==> src/hw/pds_pkg.sv <==
// constants, types and event codes of the diagnostic supervisor
package pds_pkg;
  // ---------------------------------------------------------------
  // timing
  // ---------------------------------------------------------------
  localparam int CLK_HZ      = 100_000_000;
  localparam int MS_PER_S    = 1000;
  localparam int TICK_MS     = 1;
  localparam int TICK_CYCLES = CLK_HZ / MS_PER_S * TICK_MS;
  localparam logic [11:0] SCAN_LIMIT_MS_RST = 12'h0C8;
  localparam logic [11:0] WDT_TIMEOUT_MS    = 12'h15E;
  localparam logic [11:0] CAL_PERIOD_MS     = 12'h12C;
  localparam logic [11:0] BLINK_HALF_MS     = 12'h0FA;
  localparam logic [2:0]  RETRY_LIMIT       = 3'h4;
  localparam int          HIST_DEPTH        = 30;
  localparam logic [4:0]  HIST_DEPTH_W      = 5'h1E;
  localparam logic [31:0] CAL_INVALID       = 32'hFFFFFFFF;

  // ---------------------------------------------------------------
  // register map (byte addresses)
  // ---------------------------------------------------------------
  localparam logic [7:0] OFS_CTRL       = 8'h00;
  localparam logic [7:0] OFS_STATUS     = 8'h04;
  localparam logic [7:0] OFS_SCAN_LIMIT = 8'h08;
  localparam logic [7:0] OFS_CAL        = 8'h0C;
  localparam logic [7:0] OFS_HIST_SEL   = 8'h10;
  localparam logic [7:0] OFS_HIST_INFO  = 8'h14;
  localparam logic [7:0] OFS_HIST_TIME  = 8'h18;
  localparam logic [7:0] OFS_HIST_COUNT = 8'h1C;
  localparam int CTL_RUN       = 0;
  localparam int CTL_FROM_TERM = 1;
  localparam int CTL_ERR_RESET = 2;
  localparam int CTL_HIST_CLR  = 3;
  localparam int CTL_MEM_CLR   = 4;
  localparam int CTL_ALARM_CLR = 5;
  localparam int CTL_HALT      = 6;

  // ---------------------------------------------------------------
  // events: code recorded is index plus one
  // ---------------------------------------------------------------
  localparam int EV_PON = 0, EV_POFF = 1, EV_PU_ROM = 2, EV_PU_RAM = 3, EV_PU_PERIPH = 4;
  localparam int EV_PU_LANG = 5, EV_PU_PROG = 6, EV_PU_DATA = 7, EV_PU_PMEM = 8, EV_CAL = 9;
  localparam int EV_BATT = 10, EV_RUN_CHK = 11, EV_ILLEGAL = 12, EV_SCAN_OVER = 13, EV_WDT = 14;
  localparam int EV_BG = 15, EV_RETRY = 19, N_BG = 4, N_RETRY = 6, N_EV = 25;
  localparam logic [N_EV-1:0] DOWN_MASK = 25'h007F9E0;
  localparam logic [N_EV-1:0] LOCK_MASK = 25'h00380A0;
  localparam logic [N_EV-1:0] STOP_MASK = 25'h000001C;

  // ---------------------------------------------------------------
  // types
  // ---------------------------------------------------------------
  typedef enum logic [2:0] {
    PDS_INIT    = 3'b000,
    PDS_HALT    = 3'b001,
    PDS_RUN_CHK = 3'b010,
    PDS_RUN     = 3'b011,
    PDS_FAIL    = 3'b100,
    PDS_STOP    = 3'b101
  } pds_mode_t;

  typedef struct packed {
    logic rom; logic ram; logic periph; logic lang; logic prog; logic data; logic pmem;
  } pds_pu_fail_t;

  typedef struct packed {
    logic [7:0]  code;
    pds_mode_t   mode;
    logic        down;
    logic [31:0] stamp;
  } pds_hist_t;
endpackage : pds_pkg

==> src/hw/pds_supervisor.sv <==
// self-diagnosis supervisor with event history and avalon register slave
//
// The Avalon-MM slave port and the register addresses were left to the implementer.
`timescale 1ns/100ps
// Functional notes
// error down forces all outputs off and enters the failure state
// alarm records the error, sets its status bit, keeps running
// each recorded error stores its details and timestamp in history
// power-up firmware check failure records, flashes both leds, blocks terminal
// power-up peripheral readback mismatch records, flashes fault, io steady, blocks terminal
// power-up processor or data memory failure records, fails, ignores error reset
// program memory check after initial load when fitted; failure enters failure state
// peripheral memory check failure at power-up records and enters failure state
// invalid calendar at power-up alarms; date and time read all ones until reset
// low battery alarms but start proceeds when program memory is good
// entering run checks allocation, bus, expansion power, response and syntax
// start check failure records and downs; terminal start stays halted, no record
// scan check failures retry; persistent ones down, recovered ones only record
// bus parity checked on every io access, batch or direct
// illegal instruction records and downs at once without retry
// scan over limit downs; limit 200 ms by default, changeable
// background watchdog 350 ms; expiry records, resets system, then fails
// background rom, ram or peripheral failure downs and locks out error reset
// background user memory check retries; processor check failure downs
// calendar read every 300 ms, validated, copied, alarm when invalid
// history keeps 30 newest entries, newest first, oldest dropped
// history kept until history clear or memory clear command; reset_n also zeroes the entry count, so older entries read as zero
// failure state holds outputs off until accepted error reset or power-up
module pds_supervisor
  import pds_pkg::*;
#(
  parameter int TICK_CYCLES_P = TICK_CYCLES
) (
  input  wire logic         clk,
  input  wire logic         reset_n,
  input  wire logic [7:0]   avs_address,
  input  wire logic         avs_read,
  input  wire logic         avs_write,
  input  wire logic [31:0]  avs_writedata,
  input  wire logic [3:0]   avs_byteenable,
  output logic      [31:0]  avs_readdata,
  output logic              avs_waitrequest,
  input  wire logic         pu_done,
  input  wire pds_pu_fail_t pu_fail,
  input  wire logic         pmem_fitted,
  input  wire logic         init_load_done,
  input  wire logic [31:0]  cal_data,
  input  wire logic         cal_ok,
  input  wire logic         batt_low_pin,
  input  wire logic         power_off_pin,
  input  wire logic         run_chk_done,
  input  wire logic [4:0]   run_chk_fail,
  input  wire logic         scan_start,
  input  wire logic         scan_chk_strobe,
  input  wire logic [4:0]   scan_chk_fail,
  input  wire logic         illegal_instr,
  input  wire logic         wdt_kick,
  input  wire logic [3:0]   bg_fail,
  input  wire logic         bg_umem_strobe,
  input  wire logic         bg_umem_fail,
  output logic              outputs_off,
  output logic              fail_state,
  output logic              fault_led,
  output logic              io_led,
  output logic              comm_block,
  output logic              sys_reset
);
  // ---------------------------------------------------------------
  // pin synchronisers
  // ---------------------------------------------------------------
  logic [1:0] pin_raw;
  logic [1:0] pin_s1_reg, pin_s2_reg, pin_s3_reg, pin_reg;
  assign pin_raw = {power_off_pin, batt_low_pin};
  generate
    for (genvar p = 0; p < 2; p++) begin : g_pin
      always_ff @(posedge clk or negedge reset_n) begin
        if (!reset_n) begin
          pin_s1_reg[p] <= 1'b0;
          pin_s2_reg[p] <= 1'b0;
          pin_s3_reg[p] <= 1'b0;
          pin_reg[p]    <= 1'b0;
        end else begin
          pin_s1_reg[p] <= pin_raw[p];
          pin_s2_reg[p] <= pin_s1_reg[p];
          pin_s3_reg[p] <= pin_s2_reg[p];
          if (pin_s2_reg[p] == pin_s3_reg[p]) pin_reg[p] <= pin_s3_reg[p];
        end
      end
    end
  endgenerate
  logic       pin_next_batt, pin_next_poff;
  logic       batt_q_reg, poff_q_reg;
  assign pin_next_batt = pin_reg[0];
  assign pin_next_poff = pin_reg[1];

  // ---------------------------------------------------------------
  // state, timers, registers
  // ---------------------------------------------------------------
  pds_mode_t   state_reg, state_next;
  logic [16:0] pre_cnt_reg;
  logic        ms_tick;
  logic [11:0] cal_cnt_reg, wdt_cnt_reg, scan_cnt_reg, blink_cnt_reg;
  logic        blink_reg;
  logic [11:0] scan_limit_reg;
  logic [31:0] cal_time_reg;
  logic        cal_lock_reg, cal_good_reg;
  logic        por_pend_reg, lock_reg, from_term_reg, refused_reg;
  logic        alarm_batt_reg, alarm_cal_reg;
  logic        fault_flash_reg, io_flash_reg, io_on_reg;
  logic [4:0]  hist_sel_reg, hist_cnt_reg;
  pds_hist_t   hist_reg [HIST_DEPTH];
  pds_hist_t   hist_next [HIST_DEPTH];

  assign ms_tick = (pre_cnt_reg == 17'(TICK_CYCLES_P - 1));

  logic active, in_run, init_eval, cal_sample, wdt_expire, scan_over;
  assign active     = (state_reg == PDS_HALT) || (state_reg == PDS_RUN_CHK) || (state_reg == PDS_RUN);
  assign in_run     = (state_reg == PDS_RUN);
  assign init_eval  = (state_reg == PDS_INIT) && pu_done && (!pmem_fitted || init_load_done);
  assign cal_sample = ms_tick && (cal_cnt_reg == CAL_PERIOD_MS - 12'h001);
  assign wdt_expire = active && ms_tick && (wdt_cnt_reg == WDT_TIMEOUT_MS - 12'h001);
  assign scan_over  = in_run && ms_tick && (scan_cnt_reg >= scan_limit_reg - 12'h001);

  // ---------------------------------------------------------------
  // bus decode
  // ---------------------------------------------------------------
  logic req, wr_fire, cmd_wr;
  logic [6:0] cmd;
  assign req     = avs_read || avs_write;
  assign wr_fire = avs_write && !avs_waitrequest;
  assign cmd_wr  = wr_fire && (avs_address == OFS_CTRL) && avs_byteenable[0] && !comm_block;
  assign cmd     = cmd_wr ? avs_writedata[6:0] : 7'h00;

  // ---------------------------------------------------------------
  // retry channels: five scan checks and the background user memory
  // ---------------------------------------------------------------
  logic [N_RETRY-1:0] rt_strobe, rt_fail, rt_first, rt_persist;
  assign rt_strobe = {bg_umem_strobe && active, {5{scan_chk_strobe && in_run}}};
  assign rt_fail   = {bg_umem_fail, scan_chk_fail};
  generate
    for (genvar r = 0; r < N_RETRY; r++) begin : g_retry
      logic [2:0] cnt_reg;
      always_ff @(posedge clk or negedge reset_n) begin
        if (!reset_n) cnt_reg <= 3'h0;
        else if (rt_strobe[r]) cnt_reg <= (rt_fail[r] && cnt_reg != RETRY_LIMIT) ? cnt_reg + 3'h1 : 3'h0;
      end
      assign rt_first[r]   = rt_strobe[r] && rt_fail[r] && (cnt_reg == 3'h0);
      assign rt_persist[r] = rt_strobe[r] && rt_fail[r] && (cnt_reg == RETRY_LIMIT);
    end
  endgenerate

  // ---------------------------------------------------------------
  // event requests
  // ---------------------------------------------------------------
  logic [N_EV-1:0] ev_req;
  logic run_fail, term_refuse, batt_rise, poff_rise;
  assign run_fail    = (state_reg == PDS_RUN_CHK) && run_chk_done && (|run_chk_fail);
  assign term_refuse = run_fail && from_term_reg;
  assign batt_rise   = pin_next_batt && !batt_q_reg;
  assign poff_rise   = pin_next_poff && !poff_q_reg;
  assign ev_req[EV_PON]       = por_pend_reg;
  assign ev_req[EV_POFF]      = poff_rise;
  assign ev_req[EV_PU_ROM]    = init_eval && pu_fail.rom;
  assign ev_req[EV_PU_RAM]    = init_eval && pu_fail.ram;
  assign ev_req[EV_PU_PERIPH] = init_eval && pu_fail.periph;
  assign ev_req[EV_PU_LANG]   = init_eval && pu_fail.lang;
  assign ev_req[EV_PU_PROG]   = init_eval && pu_fail.prog;
  assign ev_req[EV_PU_DATA]   = init_eval && pu_fail.data;
  assign ev_req[EV_PU_PMEM]   = init_eval && pu_fail.pmem;
  assign ev_req[EV_CAL]       = (init_eval && !cal_ok) || (cal_sample && !cal_ok && cal_good_reg);
  assign ev_req[EV_BATT]      = (init_eval && pin_next_batt) || (active && batt_rise);
  assign ev_req[EV_RUN_CHK]   = run_fail && !from_term_reg;
  assign ev_req[EV_ILLEGAL]   = in_run && illegal_instr;
  assign ev_req[EV_SCAN_OVER] = scan_over;
  assign ev_req[EV_WDT]       = wdt_expire;
  assign ev_req[EV_BG+N_BG-1:EV_BG]       = active ? bg_fail : 4'h0;
  assign ev_req[EV_RETRY+N_RETRY-1:EV_RETRY] = rt_first | rt_persist;

  function automatic logic [7:0] pds_pick(input logic [N_EV-1:0] r);
    logic [7:0] code;
    code = 8'h00;
    for (int i = N_EV - 1; i >= 0; i--) begin
      if (r[i]) code = 8'(i + 1);
    end
    return code;
  endfunction : pds_pick

  logic      rec, down_now, lock_now, stop_now, pu_ok;
  pds_hist_t rec_entry;
  assign down_now = (|(ev_req & DOWN_MASK)) || (|rt_persist);
  assign lock_now = |(ev_req & LOCK_MASK);
  assign stop_now = |(ev_req & STOP_MASK);
  assign pu_ok    = !(|pu_fail);
  assign rec      = |ev_req;
  assign rec_entry.code  = pds_pick(ev_req);
  assign rec_entry.mode  = state_reg;
  assign rec_entry.down  = down_now || stop_now;
  assign rec_entry.stamp = cal_time_reg;

  // ---------------------------------------------------------------
  // history shift: newest at entry zero
  // ---------------------------------------------------------------
  generate
    for (genvar h = 0; h < HIST_DEPTH; h++) begin : g_hist
      if (h == 0) begin : g_head
        assign hist_next[h] = rec ? rec_entry : hist_reg[h];
      end else begin : g_body
        assign hist_next[h] = rec ? hist_reg[h-1] : hist_reg[h];
      end
    end
  endgenerate
  always_ff @(posedge clk) begin
    hist_reg <= hist_next;
  end

  // ---------------------------------------------------------------
  // mode sequencing
  // ---------------------------------------------------------------
  always_comb begin
    state_next = state_reg;
    case (state_reg)
      PDS_INIT: begin
        if (init_eval) begin
          if (pu_fail.rom || pu_fail.ram || pu_fail.periph) state_next = PDS_STOP;
          else if (!pu_ok) state_next = PDS_FAIL;
          else state_next = PDS_HALT;
        end
      end
      PDS_HALT: begin
        if (cmd[CTL_RUN]) state_next = PDS_RUN_CHK;
      end
      PDS_RUN_CHK: begin
        if (run_chk_done) state_next = run_fail ? (from_term_reg ? PDS_HALT : PDS_FAIL) : PDS_RUN;
      end
      PDS_RUN: begin
        if (cmd[CTL_HALT]) state_next = PDS_HALT;
      end
      PDS_FAIL: begin
        if (cmd[CTL_ERR_RESET] && !lock_reg) state_next = PDS_HALT;
      end
      PDS_STOP: state_next = PDS_STOP;
      default:  state_next = PDS_INIT;
    endcase
    if (active && (down_now || wdt_expire)) state_next = PDS_FAIL;
  end

  always_ff @(posedge clk or negedge reset_n) begin
    if (!reset_n) begin
      state_reg    <= PDS_INIT;
      por_pend_reg <= 1'b1;
      batt_q_reg   <= 1'b0;
      poff_q_reg   <= 1'b0;
      lock_reg     <= 1'b0;
    end else begin
      state_reg    <= state_next;
      por_pend_reg <= 1'b0;
      batt_q_reg   <= pin_next_batt;
      poff_q_reg   <= pin_next_poff;
      if (lock_now) lock_reg <= 1'b1;
      else if (state_reg == PDS_INIT) lock_reg <= 1'b0;
    end
  end

  // ---------------------------------------------------------------
  // timers
  // ---------------------------------------------------------------
  always_ff @(posedge clk or negedge reset_n) begin
    if (!reset_n) begin
      pre_cnt_reg   <= 17'h00000;
      cal_cnt_reg   <= 12'h000;
      wdt_cnt_reg   <= 12'h000;
      scan_cnt_reg  <= 12'h000;
      blink_cnt_reg <= 12'h000;
      blink_reg     <= 1'b0;
    end else begin
      pre_cnt_reg <= ms_tick ? 17'h00000 : pre_cnt_reg + 17'h00001;
      if (ms_tick) cal_cnt_reg <= cal_sample ? 12'h000 : cal_cnt_reg + 12'h001;
      if (!active || wdt_kick) wdt_cnt_reg <= 12'h000;
      else if (ms_tick) wdt_cnt_reg <= wdt_cnt_reg + 12'h001;
      if (!in_run || scan_start) scan_cnt_reg <= 12'h000;
      else if (ms_tick) scan_cnt_reg <= scan_cnt_reg + 12'h001;
      if (ms_tick) begin
        blink_cnt_reg <= (blink_cnt_reg == BLINK_HALF_MS - 12'h001) ? 12'h000 : blink_cnt_reg + 12'h001;
        if (blink_cnt_reg == BLINK_HALF_MS - 12'h001) blink_reg <= !blink_reg;
      end
    end
  end

  // ---------------------------------------------------------------
  // calendar, alarms, software registers
  // ---------------------------------------------------------------
  always_ff @(posedge clk or negedge reset_n) begin
    if (!reset_n) begin
      cal_time_reg   <= CAL_INVALID;
      cal_lock_reg   <= 1'b0;
      cal_good_reg   <= 1'b1;
      alarm_batt_reg <= 1'b0;
      alarm_cal_reg  <= 1'b0;
      scan_limit_reg <= SCAN_LIMIT_MS_RST;
      hist_sel_reg   <= 5'h00;
      hist_cnt_reg   <= 5'h00;
      from_term_reg  <= 1'b0;
      refused_reg    <= 1'b0;
    end else begin
      if (init_eval && !cal_ok) cal_lock_reg <= 1'b1;
      if (init_eval || cal_sample) begin
        cal_good_reg <= cal_ok;
        if (!cal_ok || cal_lock_reg || (init_eval && !cal_ok)) cal_time_reg <= CAL_INVALID;
        else cal_time_reg <= cal_data;
      end
      if (ev_req[EV_BATT]) alarm_batt_reg <= 1'b1;
      else if (cmd[CTL_ALARM_CLR]) alarm_batt_reg <= 1'b0;
      if (ev_req[EV_CAL] || (cal_sample && !cal_ok)) alarm_cal_reg <= 1'b1;
      else if (cmd[CTL_ALARM_CLR]) alarm_cal_reg <= 1'b0;
      if (wr_fire && avs_address == OFS_SCAN_LIMIT) begin
        if (avs_byteenable[0]) scan_limit_reg[7:0] <= avs_writedata[7:0];
        if (avs_byteenable[1]) scan_limit_reg[11:8] <= avs_writedata[11:8];
      end
      if (wr_fire && avs_address == OFS_HIST_SEL && avs_byteenable[0]) hist_sel_reg <= avs_writedata[4:0];
      if (cmd[CTL_HIST_CLR] || cmd[CTL_MEM_CLR]) hist_cnt_reg <= rec ? 5'h01 : 5'h00;
      else if (rec && hist_cnt_reg != HIST_DEPTH_W) hist_cnt_reg <= hist_cnt_reg + 5'h01;
      if (state_reg == PDS_HALT && cmd[CTL_RUN]) from_term_reg <= cmd[CTL_FROM_TERM];
      if (term_refuse) refused_reg <= 1'b1;
      else if (cmd[CTL_RUN]) refused_reg <= 1'b0;
    end
  end

  // ---------------------------------------------------------------
  // indicator and pin outputs
  // ---------------------------------------------------------------
  logic stop_entry, fail_next;
  assign stop_entry = init_eval && (pu_fail.rom || pu_fail.ram || pu_fail.periph);
  assign fail_next  = (state_next == PDS_FAIL);
  always_ff @(posedge clk or negedge reset_n) begin
    if (!reset_n) begin
      fault_flash_reg <= 1'b0;
      io_flash_reg    <= 1'b0;
      io_on_reg       <= 1'b0;
      comm_block      <= 1'b0;
      outputs_off     <= 1'b1;
      fail_state      <= 1'b0;
      fault_led       <= 1'b0;
      io_led          <= 1'b0;
      sys_reset       <= 1'b0;
    end else begin
      if (stop_entry) begin
        fault_flash_reg <= 1'b1;
        io_flash_reg    <= pu_fail.rom;
        io_on_reg       <= !pu_fail.rom && pu_fail.periph;
        comm_block      <= 1'b1;
      end
      outputs_off <= fail_next || (state_next == PDS_STOP) || (state_next == PDS_INIT);
      fail_state  <= fail_next;
      fault_led   <= fault_flash_reg ? blink_reg : (state_reg == PDS_FAIL);
      io_led      <= io_flash_reg ? blink_reg : io_on_reg;
      sys_reset   <= wdt_expire;
    end
  end

  // ---------------------------------------------------------------
  // avalon slave: one wait cycle, unmapped reads zero
  // ---------------------------------------------------------------
  pds_hist_t   sel_entry;
  logic        sel_valid;
  logic [31:0] rd_mux;
  assign sel_entry = hist_reg[hist_sel_reg < HIST_DEPTH_W ? hist_sel_reg : 5'h00];
  assign sel_valid = hist_sel_reg < hist_cnt_reg;
  always_comb begin
    case (avs_address)
      OFS_STATUS:     rd_mux = {21'h000000, state_reg, lock_reg, comm_block, alarm_batt_reg,
                                alarm_cal_reg, refused_reg, outputs_off, cal_lock_reg, fail_state};
      OFS_SCAN_LIMIT: rd_mux = {20'h00000, scan_limit_reg};
      OFS_CAL:        rd_mux = cal_time_reg;
      OFS_HIST_SEL:   rd_mux = {27'h0000000, hist_sel_reg};
      OFS_HIST_INFO:  rd_mux = sel_valid ? {20'h00000, sel_entry.down, sel_entry.mode, sel_entry.code} : 32'h0;
      OFS_HIST_TIME:  rd_mux = sel_valid ? sel_entry.stamp : 32'h00000000;
      OFS_HIST_COUNT: rd_mux = {27'h0000000, hist_cnt_reg};
      default:        rd_mux = 32'h00000000;
    endcase
  end
  always_ff @(posedge clk or negedge reset_n) begin
    if (!reset_n) begin
      avs_waitrequest <= 1'b1;
      avs_readdata    <= 32'h00000000;
    end else begin
      avs_waitrequest <= !(req && avs_waitrequest);
      if (avs_read && avs_waitrequest) avs_readdata <= rd_mux;
    end
  end
endmodule : pds_supervisor

==> config.mk <==
export PLATFORM = sky130hd
export DESIGN_NAME = pds_supervisor
export DESIGN_NICKNAME = d
export VERILOG_FILES = /design/src/hw/pds_pkg.sv /design/src/hw/pds_supervisor.sv
export SDC_FILE = /design/constraint.sdc
export NUM_CORES = 2
export LEC_CHECK = 0
export ABC_AREA = 1
export BUFFER_PORTS_ARGS = -buffer_cell sky130_fd_sc_hd__buf_4
export CAP_MARGIN = 30
export CORE_MARGIN = 5
export CORE_UTILIZATION = 50
export DETAILED_ROUTE_END_ITERATION = 8
export PLACE_DENSITY = 0.66
export REMOVE_ABC_BUFFERS = 1
export SLEW_MARGIN = 0
export SYNTH_ARGS = -nofsm -noshare
export SYNTH_HDL_FRONTEND = slang
export SYNTH_SLANG_ARGS = --single-unit
==> constraint.sdc <==
create_clock -name clk -period 42.9 [get_ports clk]
set_input_delay 2.145 -clock clk [delete_from_list [all_inputs] [get_ports clk]]
set_output_delay 2.145 -clock clk [all_outputs]
set_load 0.01 [all_outputs]
== Yosys cells after proc, flatten, opt, wreduce, memory -nomap -nowiden ==
Index checks and enable logic that the tools add are counted.
Word-level totals
  register bits: 1520
  input bits: 114
Operators by class
  add/subtract/negate cells: 13
  $lt $le $gt $ge: 4
  equality and inequality tests: 33
  mux-type cells: 70
  bitwise gates (word level): 2
  reductions and logical operators: 130
Operators by type and width (number)
  $pmux W32 S7: 1
  $bmux W44 S5: 1
  $mux W44: 2
  $mux W12: 7
  $logic_and A1 B1 Y1: 67
  $mux W5: 13
  $mux W32: 2
  $mux W3: 20
  $add A12 B1 Y12 const B: 4
  $mux W4: 9
  $eq A8 B5 Y1 const B: 4
  $eq A3 B3 Y1 const B: 10
  $reduce_or A25 Y1: 1
  $eq A12 B9 Y1 const B: 2
  $logic_not A3 Y1: 8
  $reduce_or A24 Y1: 1
  $logic_or A1 B1 Y1: 20
  $add A3 B1 Y3 const B: 6
  $ne A3 B3 Y1 const B: 6
  $pmux W3 S6: 1
  $add A17 B1 Y17 const B: 1
  $eq A17 B17 Y1 const B: 1
  $mux W17: 1
  $eq A8 B4 Y1 const B: 2
  27 further kinds: 62

== Depth between registers and ports, before layout ==
  depth after elaboration: 31
  gate-level depth with buffers: 27
  gate-level depth less buffers: 27

== Worst setup path before layout ==
OpenSTA, ideal clock, no wires.
  kind: input to register
  start: in pu_done
  end: reg hist_cnt_reg[0]
  setup time: 0.177 ns
  data arrival time: 32.518 ns
  path slack: 10.205 ns
  cell stages on the path: 11
  buffers on the path: 1
  cells stage by stage: inv_1 > nor4_2 > clkbuf_1 > o21ai_0 > nand2_1 > nor4_1 > nand2_1 > o21ai_2 > nor2_1 > a21oi_1 > o21ai_0
Between the ends
  word-level cells in the longest chain between the ends: 7
RTL lines
  from (decl): RTL line pds_supervisor.sv:43  | input wire logic pu_done,
  $logic_and A1 B1 Y1 * (2 in a row): RTL line pds_supervisor.sv:119  | assign init_eval = (state_reg == PDS_INIT) && pu_done && (!pmem_fitted || init_load_done);
  $logic_and A1 B1 Y1, on equally long branches: RTL line pds_supervisor.sv:170, pds_supervisor.sv:171
  $logic_or A1 B1 Y1, on equally long branches: RTL line pds_supervisor.sv:170, pds_supervisor.sv:171
  $reduce_or A25 Y1 *: RTL line pds_supervisor.sv:194  | assign rec = |ev_req;
  net rec: RTL line pds_supervisor.sv:188  | logic rec, down_now, lock_now, stop_now, pu_ok;
  $mux W1 / $logic_and A1 B1 Y1 (equally long branches): RTL line pds_supervisor.sv:320, pds_supervisor.sv:321
  $mux W5 / $reduce_bool A2 Y1 (equally long branches)
  to (signal assigned): RTL line pds_supervisor.sv:320  | if (cmd[CTL_HIST_CLR] || cmd[CTL_MEM_CLR]) hist_cnt_reg <= rec ? 5'h01 : 5'h00;
  to (signal assigned): RTL line pds_supervisor.sv:321  | else if (rec && hist_cnt_reg != HIST_DEPTH_W) hist_cnt_reg <= hist_cnt_reg + 5'h01;
  to (decl): RTL line pds_supervisor.sv:110  | logic [4:0] hist_sel_reg, hist_cnt_reg;
Mark *: on every way through the listed nets, which the timed path passes. The rest lies on a longest branch.
A chain may end at the register's enable or synchronous reset.

== Final worst setup path ==
  start: in pu_done
  end: reg hist_reg[1032] (netlist bit) (enable)
Between the ends
  word-level cells in the longest chain between the ends: 5
RTL lines
  $logic_and A1 B1 Y1 * (2 in a row): RTL line pds_supervisor.sv:119
  $logic_and A1 B1 Y1, on equally long branches: RTL line pds_supervisor.sv:170, pds_supervisor.sv:171
  $logic_or A1 B1 Y1, on equally long branches: RTL line pds_supervisor.sv:170, pds_supervisor.sv:171
  $reduce_or A25 Y1 *: RTL line pds_supervisor.sv:194
  net rec: RTL line pds_supervisor.sv:188
  to (signal assigned): RTL line pds_supervisor.sv:213  | hist_reg <= hist_next;
  to (decl): RTL line pds_supervisor.sv:111  | pds_hist_t hist_reg [HIST_DEPTH];
Marked as above.

==> impl_results.md <==
* Yosys Warn Count at 0
* Fin crit share at ~17%
* Post-Place Worst Slack at 34650 ps
* Nets at roughly 4900
* Data arrival time of the critical path at between 7000 and 8000 ps
* Max reg flops at about 1200
* Post-synth top area share at about 63%
* Largest net degree at the start of global routing at 200
* Dpl cell area at 0.0608 mm2
* Psw at 1.33 mW
* Die Y at around 350 um
* CTS resizes at 0
* Non-Filler Instances at between 6000 and 7000
* Clk_lat worst skew at around 760 ps
* Vias at around 38000
* Worst-Margin Slew at about 1100 ps
* P&R area growth vs syn at 12.5%
* Layout fillers at about 9400
* Core Area at ~0.12 mm2
* Mapped Cells at between 4000 and 5000
* Post-route ant nets at 0
* Leak pwr at 24.8 nW
* Seq/Total Area, Yosys at 72.1%
* Via/cell ratio at slightly below 6
* Cell area after synthesis at ~0.06 mm2
* Total CTS buffers at 145
* TNS Setup at 0 ps
* Top cells by area, synth: edfxtp_1 63%, dfrtp_1 6.9%, nand2_1 6.0%
* Status: complete, no violations
* Slew HR at roughly a quarter
* Number of global-route vias before repair at 36700
* CTS root buffer: clkbuf_16
* Multi-input gate area in the final layout at about 0.014 mm2
* Max Freq at between 100 and 150 MHz
* Global placement routability congestion at around 0.85
* Sw Ratio at 28.0%
* Io pins at between 150 and 200
* Int Pwr at between 3 and 4 mW
* Cell taking the most area after synthesis: edfxtp_1
* Total power at about 4.7 mW
* Critical Path RT at 43300 ps
* Fin. Hold Viols at 0
* # clock sinks at roughly 1400
* Comb pwr share at between 10% and 20%
* CP Class: input port to flop
* Share of power burned in registers at ~60%
* Clock share of power at roughly a quarter
* Hold-fix buffers at CTS at 0
* CP Capture Type: flop
* #FFs+latches synth at approximately 1400
* Initial DRC Count at about 4300
* Initial antenna violation count at 8
* DR WL/cell at between 20 and 25 um
* Rows at 125
* Clock slew seen by the registers of the worst setup and hold paths at approximately 60 ps
* Final Setup Violations at 0
* Initial Util at 50.2%
* VDD IR max at roughly 46 uV
* PwrDens at about 72 mW/mm2
* Skew final at approximately 22 ps
* Netlist cell types at between 60 and 70
* Global-route wire length before repair at 215000 um
* Fin util at a little under three fifths
* Routed wire length at approximately 140000 um
* Max-Cap Viols at 0
* Design area at ~0.066 mm2
* Main synth FF type: edfxtp_1
* Grt total ovfl at 0
* Synthesized area per cell at 12.6 um2
* Post-DP HPWL at between 70000 and 80000 um
* TritonCTS clock tree: done
* Residual DRC at 0
* Hold crit path type: flop to flop
* Reg area at around 0.042 mm2
* Die X-Extent at between 300 and 400 um
* Clock buffer depth at 3
* Min Hold Slack at around 350 ps
* Internal reg-to-reg setup slack at 35870 ps
* PnR worst setup slack at 35410 ps
* Async SR Flop Fraction at between 10 and 15%
* Setup crit start kind: input port
* Post-Place Cells at 6080
* Post-CTS Setup Bufs at 0
* Worst Path Max Fanout at 70
* Min Tclk post-route at 7490 ps
* Port Buffers at between 100 and 150
* Drt pass-1 iters at 6
* GR Util All Layers at between 20% and 30%
* H-tree depth at 4
* Final Max Tran Viols at 0
* Die ar. at ~0.12 mm2
* Share of post-route cells with drive strength above 1 at ~9.9%
* EDFF count, synth at 1230
* RSZ-0062 raised after global routing: false
final timing paths:
check                                        from                to  depth (start not counted)
worst max register to register  scan_limit_reg[2]    hist_reg[1032]                         24
min in group asynchronous                 reset_n  avs_readdata[26]                          1
worst max-delay path                      pu_done    hist_reg[1032]                         15
max in group asynchronous                 reset_n    wdt_cnt_reg[7]                          2
worst min register to register      pin_s1_reg[1]     pin_s2_reg[1]                          0
worst min-delay path                pin_s1_reg[1]     pin_s2_reg[1]                          0
metal layers:
metal / GRT usage, % / vias up / share of wire, % / wire [um]
met3: 3.75 / 218 / 7.2 / 10000
met1: 32.2 / 18700 / 43 / 60000
met4: 6.34 / 2 / 2.5 / 3500
met2: 35.0 / 1494 / 47 / 64800
met5: 0 / - / 0.0094 / 13
li1: - / 17200 / - / -
cells by family (layout without fill, tap and decap cells):
family	after synthesis	after routing	synth area share, %
and+or+nand+nor	1437	1437	10.1
AOI/OAI and AO/OA	1140	1140	12.2
DFF	1430	1430	72.1
xor gates and xnor gates	26	26	0.391
other	1	3	0.00644
muxes	61	61	1.05
buffers and inverters	493	693	3.38
adders and majority gates	40	40	0.850
worst max-delay path, cell delays in order:
cell	delay [ps]
buf_4	80
inv_1	50
nor4_2	870
inv_1	170
nor2_1	270
inv_1	150
nand4_1	130
nor4_1	110
nand2_4	650
buf_4	820
buf_4	500
buf_16	330
buf_4	700
buf_4	440
buf_16	340
area by class of cell:
cell class	count	area share, %
sequential	1430	64.0
multi-input combinational	2705	21.9
clock buffer	186	6.04
tap	1524	2.91
timing repair buffer	191	2.57
inverter	232	1.36
clock inverter	84	1.14
antenna	2	0.00763
cells in the final DEF (no fill, tap or decap), drive strengths merged, types with 4 or more instances in the layout:
master and n:
ha 38, inv 235, dfrtp 161, o21ai 271
a221o 36, edfxtp 1230, o211ai 8, a221oi 69
nor4 23, mux2i 59, dfstp 39, o2111ai 14
o31ai 35, a32oi 4, o21a 8, o221ai 41
o32ai 4, nand2 939, a22oi 72, a22o 7
clkinvlp 5, buf 191, a311oi 7, clkinv 66
nor2 243, o22ai 12, nand3 128, a32o 50
clkbuf 186, xor2 23, bufinv 10, nand4 43
nor3 50, a211oi 16, a21oi 465, a31oi 11
cell usage after synthesis (all sizes together), types with 23 or more instances:
cell type,number
a21oi,465
a221o,36
a221oi,69
a22oi,72
a32o,50
buf,108
clkbuf,153
dfrtp,161
dfstp,39
edfxtp,1230
ha,38
inv,228
mux2i,59
nand2,939
nand3,128
nand4,43
nor2,243
nor3,50
nor4,23
o21ai,271
o221ai,41
o31ai,35
xor2,23
power groups by stage:
stage | registers [mW] | clock network [mW] | logic (mW)
finish | 2.82 | 1.25 | 0.656
global route | 2.90 | 1.33 | 0.729
CTS | 2.82 | 1.27 | 0.652
detailed placement | 2.83 | 0 | 0.649
global placement | 2.80 | 0 | 0.632
floorplan | 3.24 | 0 | 0.469
Power figures use the tool's default switching activity.
